`config.mk`:
```
export PLATFORM = sky130hd
export DESIGN_NAME = host_port_device_flat
export DESIGN_NICKNAME = d
export VERILOG_FILES = /design/src/logic/host_port_pkg.sv /design/src/logic/host_port_if.sv /design/src/logic/host_port_device.sv /design/src/flat_wrapper.sv
export VERILOG_INCLUDE_DIRS = /design/src /design/src/logic
export SDC_FILE = /design/constraint.sdc
export NUM_CORES = 1
export LEC_CHECK = 0
export ABC_CLOCK_PERIOD_IN_PS = 2250
export BUFFER_PORTS_ARGS = -buffer_cell sky130_fd_sc_hd__buf_4
export CORE_ASPECT_RATIO = 0.6
export CORE_UTILIZATION = 53
export DETAILED_ROUTE_END_ITERATION = 8
export PLACE_DENSITY = 0.78
export SLEW_MARGIN = 30
export SYNTH_ARGS = -nofsm -noshare
export SYNTH_HDL_FRONTEND = slang
export SYNTH_SLANG_ARGS = --single-unit
```
`constraint.sdc`:
```
create_clock -name clk -period 2.25 [get_ports clk]
set_clock_uncertainty 0.1 [all_clocks]
set_input_delay 0.45 -clock clk [delete_from_list [all_inputs] [get_ports clk]]
set_output_delay 0.45 -clock clk [all_outputs]
set_load 0.1 [all_outputs]
```
`src/logic/host_port_defs.svh`:
```
// Purpose: Shared constants for the host bus port and chip-select expander
// Assumes: Single 100 MHz clock, synchronous active-high reset
// Notes: Offsets, codes and timing counts live here; types live in the package
`ifndef HOST_PORT_DEFS_SVH
`define HOST_PORT_DEFS_SVH

// ****************************************
// Bus geometry
// ****************************************
`define HP_ADDR_W 11
`define HP_DATA_W 8
`define HP_NUM_EXP 5

// ****************************************
// Upper address decode codes
// ****************************************
`define HP_SEL_MASTER 3'h0
`define HP_SEL_RESVD 3'h6
`define HP_SEL_ALL 3'h7

// ****************************************
// Bus type strap codes
// ****************************************
`define HP_BT_ASYNC_A 3'h0
`define HP_BT_ASYNC_B 3'h1
`define HP_BT_SYNC 3'h7

// ****************************************
// Internal register layout
// ****************************************
`define HP_REG_GLOBAL_CFG 8'h00
`define HP_REG_ALARM_STAT 8'h01
`define HP_GIE_BIT 0
`define HP_CFG_RESET 8'h00

// ****************************************
// Timing
// ****************************************
`define HP_CLK_PERIOD_NS 10
`define HP_RESET_MIN_NS 10000
`define HP_RESET_CYCLES ((`HP_RESET_MIN_NS + `HP_CLK_PERIOD_NS - 1) / `HP_CLK_PERIOD_NS)

`endif

```
`src/logic/host_port_pkg.sv`:
```
// Purpose: Types for the host bus port
// Assumes: Constants come from host_port_defs.svh
// Notes: No timescale; package only
package host_port_pkg;
  // Selected host bus style
  typedef enum logic [1:0] {
    BT_ASYNC_A,
    BT_ASYNC_B,
    BT_SYNC,
    BT_INVALID
  } bus_type_e;

  // Host-side access sequencer states
  typedef enum logic [2:0] {
    H_IDLE,
    H_SETUP,
    H_STROBE,
    H_WAIT,
    H_DONE
  } host_state_e;
endpackage

```
`src/logic/host_port_if.sv`:
```
// Purpose: Pin-level link between host and the line interface device port
// Assumes: Data bus is resolved from both enables here
// Notes: Two-way data is carried as in, out and enable per party
`timescale 1ns/10ps
interface host_port_if;
  // Strobes and address
  logic cs_n;
  logic addr_latch_or_transfer_start;
  logic wr_strobe;
  logic rd_strobe;
  logic [10:0] addr;
  // Host side of the data bus
  logic [7:0] host_data_out;
  logic host_data_oe;
  // Device side of the data bus
  logic [7:0] dev_data_out;
  logic dev_data_oe;
  // Handshake and interrupt
  logic access_done_ack;
  logic irq_n_oe;
  // Straps, reset and host clock
  logic [2:0] host_bus_type_sel;
  logic hw_reset_n;
  logic host_clk;

  // Resolved bus: device wins while it drives, else host while it drives; pulls high when neither drives
  wire [7:0] data_bus = dev_data_oe ? dev_data_out :
                        (host_data_oe ? host_data_out : 8'hff);
  // Open-drain interrupt with external pull-up
  wire irq_n = irq_n_oe ? 1'b0 : 1'b1;

  modport device (
    input cs_n, addr_latch_or_transfer_start, wr_strobe, rd_strobe, addr,
    input host_data_out, host_data_oe, host_bus_type_sel, hw_reset_n, host_clk,
    input data_bus,
    output dev_data_out, dev_data_oe, access_done_ack, irq_n_oe
  );

  modport host (
    output cs_n, addr_latch_or_transfer_start, wr_strobe, rd_strobe, addr,
    output host_data_out, host_data_oe, host_bus_type_sel, hw_reset_n, host_clk,
    input data_bus, dev_data_out, dev_data_oe, access_done_ack, irq_n
  );
endinterface

```
`src/logic/host_port_device.sv`:
```
// Purpose: Device end of the host bus port with chip-select expander
// Assumes: Host pins synchronous to clk; straps stable after reset
// Notes: Holds global config and sticky alarm status; alarms arrive as a vector
`timescale 1ns/10ps
`include "host_port_defs.svh"
module host_port_device #(
  parameter int RESET_CYCLES = `HP_RESET_CYCLES,
  parameter int NUM_ALARMS = 8
) (
  // Clock and reset
  input wire logic clk,
  input wire logic sys_rst,
  // Host pins
  host_port_if.device bus,
  // User side: alarm levels and expander selects
  input wire logic [NUM_ALARMS-1:0] alarm_in,
  output logic [`HP_NUM_EXP-1:0] expander_select_n,
  output logic global_irq_enable,
  output logic [1:0] bus_style
);

  // ****************************************
  // Decode helpers
  // ****************************************
  // Strap code to bus style
  function automatic host_port_pkg::bus_type_e decode_type(input logic [2:0] c);
    case (c)
      `HP_BT_ASYNC_A: decode_type = host_port_pkg::BT_ASYNC_A;
      `HP_BT_ASYNC_B: decode_type = host_port_pkg::BT_ASYNC_B;
      `HP_BT_SYNC: decode_type = host_port_pkg::BT_SYNC;
      default: decode_type = host_port_pkg::BT_INVALID;
    endcase
  endfunction

  // Upper code hits the master device
  function automatic logic hits_master(input logic [2:0] c);
    hits_master = (c == `HP_SEL_MASTER) || (c == `HP_SEL_ALL);
  endfunction

  // ****************************************
  // Signals
  // ****************************************
  host_port_pkg::bus_type_e type_q; // Latched bus style
  logic [15:0] rst_cnt_q; // Width of hardware reset low
  logic hw_rst_q; // Defaults restore level, held until the reset pin rises
  logic [7:0] cfg_q; // Global configuration register
  logic [NUM_ALARMS-1:0] alarm_prev_q; // Last alarm levels
  logic [NUM_ALARMS-1:0] status_q; // Sticky alarm change status
  logic clk_prev_q; // Previous host clock sample
  logic strobe_prev_q; // Previous strobe activity
  logic [7:0] rd_data_q; // Read data register
  logic rd_oe_q; // Data drive enable
  logic ack_q; // Access acknowledge
  logic [7:0] reg_addr; // Internal register address
  logic [2:0] upper; // Chip select code
  logic selected; // Chip select asserted
  logic own; // Access targets own registers
  logic is_read; // Access direction read
  logic strobe; // Strobe active for the chosen style
  logic take; // Access is taken this cycle
  logic status_rd; // Status register read
  logic [NUM_ALARMS-1:0] change; // Alarm edges this cycle

  // ****************************************
  // Access decode
  // ****************************************
  assign upper = bus.addr[10:8];
  assign reg_addr = bus.addr[7:0];
  assign selected = !bus.cs_n;
  assign own = selected && hits_master(upper);

  // Strobe meaning per style
  always_comb begin
    is_read = 1'b0;
    strobe = 1'b0;
    case (type_q)
      host_port_pkg::BT_ASYNC_A: begin
        // Separate active-low read and write strobes
        is_read = !bus.rd_strobe;
        strobe = !bus.rd_strobe || !bus.wr_strobe;
      end
      host_port_pkg::BT_ASYNC_B: begin
        // Read/write level with active-low data strobe
        is_read = bus.wr_strobe;
        strobe = !bus.rd_strobe;
      end
      host_port_pkg::BT_SYNC: begin
        // Transfer start sampled on a rising host clock edge
        is_read = bus.wr_strobe;
        strobe = !bus.addr_latch_or_transfer_start && bus.host_clk && !clk_prev_q;
      end
      default: begin
        // Invalid strap: port stays dead
        is_read = 1'b0;
        strobe = 1'b0;
      end
    endcase
  end

  // Take on strobe leading edge; sync style uses the clock edge itself
  assign take = selected && strobe &&
                ((type_q == host_port_pkg::BT_SYNC) || !strobe_prev_q);
  assign status_rd = take && own && is_read && (reg_addr == `HP_REG_ALARM_STAT);
  assign change = alarm_in ^ alarm_prev_q;

  // ****************************************
  // Hardware reset filter
  // ****************************************
  // Reset pin must stay low longer than the minimum before defaults return
  always_ff @(posedge clk) begin
    if (sys_rst || bus.hw_reset_n) begin
      rst_cnt_q <= 16'h0000;
      hw_rst_q <= 1'b0;
    end else if (rst_cnt_q < 16'(RESET_CYCLES)) begin
      rst_cnt_q <= rst_cnt_q + 16'h0001;
      hw_rst_q <= 1'b0;
    end else begin
      hw_rst_q <= 1'b1;
    end
  end

  // ****************************************
  // Strap capture
  // ****************************************
  // Strap taken in clocked logic so reset never loads a port value
  always_ff @(posedge clk) begin
    if (sys_rst) begin
      type_q <= host_port_pkg::BT_INVALID;
    end else begin
      type_q <= decode_type(bus.host_bus_type_sel);
    end
  end

  // ****************************************
  // Edge history
  // ****************************************
  always_ff @(posedge clk) begin
    if (sys_rst) begin
      clk_prev_q <= 1'b0;
      strobe_prev_q <= 1'b0;
      alarm_prev_q <= '0;
    end else begin
      clk_prev_q <= bus.host_clk;
      strobe_prev_q <= strobe;
      alarm_prev_q <= alarm_in;
    end
  end

  // ****************************************
  // Global configuration
  // ****************************************
  always_ff @(posedge clk) begin
    if (sys_rst || hw_rst_q) begin
      cfg_q <= `HP_CFG_RESET;
    end else if (take && own && !is_read && reg_addr == `HP_REG_GLOBAL_CFG) begin
      cfg_q <= bus.data_bus;
    end
  end
  assign global_irq_enable = cfg_q[`HP_GIE_BIT];

  // ****************************************
  // Alarm status and interrupt
  // ****************************************
  // New changes win over the clearing read so none is lost
  always_ff @(posedge clk) begin
    if (sys_rst || hw_rst_q) begin
      status_q <= '0;
    end else begin
      status_q <= (status_rd ? '0 : status_q) | change;
    end
  end
  assign bus.irq_n_oe = global_irq_enable && (|status_q);

  // ****************************************
  // Read data and drive
  // ****************************************
  always_ff @(posedge clk) begin
    if (sys_rst) begin
      rd_data_q <= 8'h00;
      rd_oe_q <= 1'b0;
    end else if (take && own && is_read) begin
      case (reg_addr)
        `HP_REG_GLOBAL_CFG: rd_data_q <= cfg_q;
        `HP_REG_ALARM_STAT: rd_data_q <= 8'(status_q);
        default: rd_data_q <= 8'h00;
      endcase
      rd_oe_q <= 1'b1;
    end else if (!selected || !strobe) begin
      rd_oe_q <= 1'b0;
    end
  end
  assign bus.dev_data_out = rd_data_q;
  assign bus.dev_data_oe = rd_oe_q && selected;

  // ****************************************
  // Acknowledge
  // ****************************************
  // Sync style: one-cycle pulse; async styles: held while strobe stays
  always_ff @(posedge clk) begin
    if (sys_rst) begin
      ack_q <= 1'b0;
    end else if (take && own) begin
      ack_q <= 1'b1;
    end else if (type_q == host_port_pkg::BT_SYNC || !strobe || !selected) begin
      ack_q <= 1'b0;
    end
  end
  assign bus.access_done_ack = ack_q;

  // ****************************************
  // Chip-select expander
  // ****************************************
  genvar g;
  generate
    for (g = 0; g < `HP_NUM_EXP; g++) begin : g_exp
      // Active low select for companion g+1, or all on code 111
      assign expander_select_n[g] = !(selected &&
        ((upper == 3'(g + 1)) || (upper == `HP_SEL_ALL)));
    end
  endgenerate

  assign bus_style = type_q;
endmodule

```
`src/flat_wrapper.sv`:
```
// flat-port wrapper written by rule: the top's interface ports become plain ports
module host_port_device_flat 
#(
  parameter int RESET_CYCLES = `HP_RESET_CYCLES,
  parameter int NUM_ALARMS = 8
)
  (clk, sys_rst, alarm_in, expander_select_n, global_irq_enable, bus_style, bus_cs_n, bus_addr_latch_or_transfer_start, bus_wr_strobe, bus_rd_strobe, bus_addr, bus_host_data_out, bus_host_data_oe, bus_host_bus_type_sel, bus_hw_reset_n, bus_host_clk, bus_dev_data_out, bus_dev_data_oe, bus_access_done_ack, bus_irq_n_oe);
  host_port_if bus_i ();
  input wire logic clk;
  input wire logic sys_rst;
  input wire logic [NUM_ALARMS-1:0] alarm_in;
  output logic [`HP_NUM_EXP-1:0] expander_select_n;
  output logic global_irq_enable;
  output logic [1:0] bus_style;
  input wire logic [$bits(bus_i.cs_n)-1:0] bus_cs_n;
  input wire logic [$bits(bus_i.addr_latch_or_transfer_start)-1:0] bus_addr_latch_or_transfer_start;
  input wire logic [$bits(bus_i.wr_strobe)-1:0] bus_wr_strobe;
  input wire logic [$bits(bus_i.rd_strobe)-1:0] bus_rd_strobe;
  input wire logic [$bits(bus_i.addr)-1:0] bus_addr;
  input wire logic [$bits(bus_i.host_data_out)-1:0] bus_host_data_out;
  input wire logic [$bits(bus_i.host_data_oe)-1:0] bus_host_data_oe;
  input wire logic [$bits(bus_i.host_bus_type_sel)-1:0] bus_host_bus_type_sel;
  input wire logic [$bits(bus_i.hw_reset_n)-1:0] bus_hw_reset_n;
  input wire logic [$bits(bus_i.host_clk)-1:0] bus_host_clk;
  output wire logic [$bits(bus_i.dev_data_out)-1:0] bus_dev_data_out;
  output wire logic [$bits(bus_i.dev_data_oe)-1:0] bus_dev_data_oe;
  output wire logic [$bits(bus_i.access_done_ack)-1:0] bus_access_done_ack;
  output wire logic [$bits(bus_i.irq_n_oe)-1:0] bus_irq_n_oe;
  assign bus_i.cs_n = bus_cs_n;
  assign bus_i.addr_latch_or_transfer_start = bus_addr_latch_or_transfer_start;
  assign bus_i.wr_strobe = bus_wr_strobe;
  assign bus_i.rd_strobe = bus_rd_strobe;
  assign bus_i.addr = bus_addr;
  assign bus_i.host_data_out = bus_host_data_out;
  assign bus_i.host_data_oe = bus_host_data_oe;
  assign bus_i.host_bus_type_sel = bus_host_bus_type_sel;
  assign bus_i.hw_reset_n = bus_hw_reset_n;
  assign bus_i.host_clk = bus_host_clk;
  assign bus_dev_data_out = bus_i.dev_data_out;
  assign bus_dev_data_oe = bus_i.dev_data_oe;
  assign bus_access_done_ack = bus_i.access_done_ack;
  assign bus_irq_n_oe = bus_i.irq_n_oe;
  host_port_device #(.RESET_CYCLES(RESET_CYCLES), .NUM_ALARMS(NUM_ALARMS)) u_core (.clk(clk), .sys_rst(sys_rst), .bus(bus_i), .alarm_in(alarm_in), .expander_select_n(expander_select_n), .global_irq_enable(global_irq_enable), .bus_style(bus_style));
endmodule
```
* Word-level counts from Yosys, hierarchy flattened
Index checks and enable logic that the tools add are counted.
Cells by class: $add $sub $neg 1, $lt $le $gt $ge 1, eq/ne operators 11, muxes and demuxes 12, bitwise gates (word level) 2, reductions and logical operators 51
Operators by type and width (count):
- 8-bit two-way mux | 3
- 1-bit logical AND | 17
- 16-bit by 1-bit adder with 16-bit output, second input constant | 1
- 16-bit by 10-bit < comparator with 1-bit output, second input constant | 1
- 8-bit case mux with 2 select lines | 1
- 1-bit zero test | 13
- 1-bit logical OR | 13
- 3-bit == test, second input constant | 4
- 8-bit by 1-bit == test with 1-bit output, second input constant | 1
- 8-bit zero test | 1
- 8-bit OR | 1
- 8-bit OR reduction | 1
- 8-bit bitwise XOR | 1
- 3-bit by 1-bit == test with 1-bit output, second input constant | 2
- 3-bit by 2-bit == test with 1-bit output, second input constant | 2
- 3-bit zero test | 2
- 2-bit case mux with 3 select lines | 1
- 1-bit two-way mux | 5
- 2-bit nonzero test | 2
- 1-bit case mux with 3 select lines | 1
- 2-bit by 1-bit == test with 1-bit output, second input constant | 1
- 2-bit == test, second input constant | 1
- 2-bit zero test | 1
- 1-bit case mux with 2 select lines | 1
- 2-bit OR reduction | 1
Word-level totals: register bits 55, bits of input ports 39, output and inout bits 19, logic and storage cells 89

* Logic depth before layout (Yosys ltp)
depth in word-level cells 11, mapped depth 7

* Worst setup path after synthesis
OpenSTA, ideal clock, no wires.
path kind register to output, start register u_core.cfg_q[0], end output bus_irq_n_oe, arrival time 3242 ps, setup slack -1542 ps, cell stages (with the launch flop) 2, buffers on the path 0, path through dfxtp_1 -> a21boi_0
On the way: longest elaborated chain between the ends 1
RTL lines:
- start: declaration | line host_port_device.sv:46 | logic [7:0] cfg_q;
- start signal: assignment | line host_port_device.sv:154 | cfg_q <= `HP_CFG_RESET;
- start signal: assignment | line host_port_device.sv:156 | cfg_q <= bus.data_bus;
- 1-bit logical AND | line host_port_device.sv:172 | assign bus.irq_n_oe = global_irq_enable && (|status_q);
- end: declaration | line flat_wrapper.sv:28 | output wire logic [$bits(bus_i.irq_n_oe)-1:0] bus_irq_n_oe;
No other way between the ends.

* Worst setup path after layout
start register u_core.status_q[4], end output bus_irq_n_oe
On the way: longest elaborated chain between the ends 2
RTL lines:
- start: declaration | line host_port_device.sv:48 | logic [NUM_ALARMS-1:0] status_q;
- start signal: assignment | line host_port_device.sv:169 | status_q <= (status_rd ? '0 : status_q) | change;
- 8-bit OR reduction | line host_port_device.sv:172
- 1-bit logical AND | line host_port_device.sv:172
No other way between the ends.

==> results_dict.tcl <==
set metrics [dict create \
    hp-class "primary input to register" \
    crit_path_start_kind "register" \
    synth_common_cells "55 x dfxtp_1, 18 x nor2b_1, 17 x mux2i_1" \
    fmax_mhz 476 \
    start_util_pct 58.2 \
    cts_buffer_depth 2 \
    tightest_slew_ns 0.689 \
    die_w_um 90.9 \
    grt_pass1_wl_um 10100 \
    grt_pass1_vias 2091 \
    p_leak_uw 0.00131 \
    yosysSeqAreaShare_pct 43.8 \
    drt_pre_antenna_iters 4 \
    finish.utilization_pct 73.0 \
    clock_latency_ns 0.31 \
    cp.required_ns 1.70 \
    path_clk_slew_ns 0.10 \
    drive_gt1_share_pct 25.3 \
    synth_top_family_by_area "simple AND/OR/NAND/NOR gates" \
    postSynthAreaPerCell_um2 9.49 \
    synth_compound_area_share_pct 17.8 \
    grt_max_degree 25 \
    wl_per_cell_um 15.6 \
    ys_warn_count 0 \
    syn-num-nets 309 \
    end_kind "output port" \
    fin_ws_ns 0.151 \
    power_density_nw_per_um2 582 \
    ios 58 \
    drc 0 \
    antenna_left 0 \
    slew_violations 0 \
    final_nets 371 \
    yosys.area.top_type "dfxtp_1" \
    drv_cap 0 \
    place_hpwl_um 4500 \
    synth-adder-area-share_pct 2.49 \
    via_per_inst 5.75 \
    yosysMostFrequentCell "dfxtp_1" \
    cts-buffers-inserted 5 \
    finalCriticalPeriod_ns 2.10 \
    synth_top_area_share_pct 43.8 \
    h-tree-depth 2 \
    clock-sinks 55 \
    critical_path.top_delay_family "simple AND/OR/NAND/NOR gates" \
    core_um2 4320 \
    area_growth_pct 25.6 \
    arrival_ns 1.55 \
    ys.flop_type "dfxtp_1" \
    rsz0062_at_grt "no" \
    synthDistinctLibCells 42 \
    setup_viol 0 \
    vias 2231 \
    finalHoldViolCount 0 \
    netlist_area_um2 2510 \
    antenna_found_initial 0 \
    outcome "completed" \
    fin_crit_sh_pct 93.3 \
    dp_slack_ns -0.00373 \
    synthCells 265 \
    rows 18 \
    crit_fanout 3 \
    vdd_ir_drop_max_v 0.000409 \
    synth_area_leaders "dfxtp_1 44%, mux2i_1 6.8%, nor2b_1 4.5%, xor2_1 3.1%, nand3b_1 3.0%" \
    cts_tree "done" \
    worstSetupPathType "register to output port" \
    track_usage_pct 25.6 \
    wl_um 6060 \
    crit_chain "nor4_1 -> a21boi_4 -> buf_4" \
    synth-simple-area-share_pct 21.5 \
    fillerInstances 351 \
    ys_ff_latch 55 \
    die_h_um 55.4 \
    gp_congestion 0.804 \
    holdWs_ns 0.243 \
    post-cts-setup-buffers 0 \
    overflow 0 \
    antennaDiodeCount 0 \
    cp_slowest_cell "nor4_1" \
    critPathBufInv 1 \
    cts_root_buf "clkbuf_8" \
    critical_path.max_stage_delay_ns 0.54 \
    async_reset_ff_share_pct 0 \
    yosys-mux-area-fraction_pct 6.77 \
    slew_headroom_pct 53.9 \
    synth_xor_area_share_pct 4.18 \
    dr.first_iter.drc_count 162 \
    die_area_um2 5030 \
    synth-edff-count 0 \
    port_buffers 57 \
]
[layer usage]
| metal | part of all wire (%) | up-vias | routed length, µm | global-route usage [%] |
|---|---|---|---|---|
| met5 | 0 | - | 0 | 0 |
| met4 | 0.96 | 0 | 58 | 6.80 |
| met3 | 6.4 | 7 | 385 | 5.10 |
| met2 | 41 | 73 | 2460 | 36.5 |
| met1 | 52 | 1050 | 3160 | 39.1 |
| li1 | - | 1101 | - | - |
[timing repair]
item | 4_1_cts | 5_1_grt
resized for setup | 0 | 1
setup endpoints to repair | 0 | 1
hold buffers | 0 | 0
[metrics by stage]
step                std cells   TNS, ns  power, µW  instance area (µm²)
finish                    388         0       1840                 3160
detailed placement        380  -0.00373       1290                 3060
CTS                       388         0       1850                 3150
floorplan                 265         0       1180                 2530
global route              388         0       1920                 3160
global placement          380         0       1280                 3060
[flip-flops by register name, summed over array words and instances (netlist names)]
register / flops
u_core.alarm_prev_q: 8
u_core.bus.access_done_ack: 1
u_core.bus.dev_data_out: 8
u_core.bus_style: 2
u_core.cfg_q: 8
u_core.clk_prev_q: 1
u_core.hw_rst_q: 1
u_core.rd_oe_q: 1
u_core.rst_cnt_q: 16
u_core.status_q: 8
u_core.strobe_prev_q: 1
[layout make-up]
type / count / area, µm² / share of cell area, %
tap: 60 / 75.1 / 2.38
inverter: 8 / 30.0 / 0.951
sequential: 55 / 1100 / 34.9
clock buffer: 7 / 86.3 / 2.73
multi-input combinational: 189 / 1340 / 42.6
timing repair buffer: 68 / 510 / 16.2
clock inverter: 1 / 8.76 / 0.277
[path summary, 6_finish.rpt]
kind	from	to	slack (ns)	cells past startpoint
worst min register to register	u_core.rst_cnt_q[15]$_SDFFE_PP0N_	u_core.rst_cnt_q[15]$_SDFFE_PP0N_	0.37	1
worst max register to register	u_core.rst_cnt_q[11]$_SDFFE_PP0N_	u_core.rst_cnt_q[4]$_SDFFE_PP0N_	0.26	4
worst max-delay path	u_core.status_q[4]$_SDFF_PP0_	bus_irq_n_oe	0.15	3
worst min-delay path	bus_host_bus_type_sel[1]	u_core.bus_style[1]$_SDFF_PP1_	0.24	2
[placed cells by master (no fill, tap or decap), drive strengths merged, types with 7 or more instances in the layout]
cell type  instances
a21oi              8
nand3b            10
o211ai            10
o31ai             10
and2               7
o311ai             8
a31oi              8
nor2               7
buf               68
nand2             15
or3                8
inv                7
nor2b             18
clkbuf             7
o21ai             14
mux2i             17
dfxtp             55
xor2               9
[where the power goes]
part / leakage [µW] / switching (µW) / internal (µW)
Clock: 0.0000484 / 314 / 253
Combinational: 0.000809 / 140 / 111
Sequential: 0.000448 / 20.9 / 999
[kinds of logic (layout without fill, tap and decap cells)]
kind of cell	count (synthesis)	after routing
buf+inv	21	84
mux	17	17
flops	55	55
compound gates	66	66
xor+xnor	12	12
simple gates	89	89
fa+ha+maj	5	5
[worst register-to-register path: cells and delay by family, from the launching register on]
kind             cells  cell delay (ns)
flip-flops           1             0.32
AO/OA/AOI/OAI        2             0.57
AND/OR/NAND/NOR      2             0.93
(Power assumes the default switching activity.)
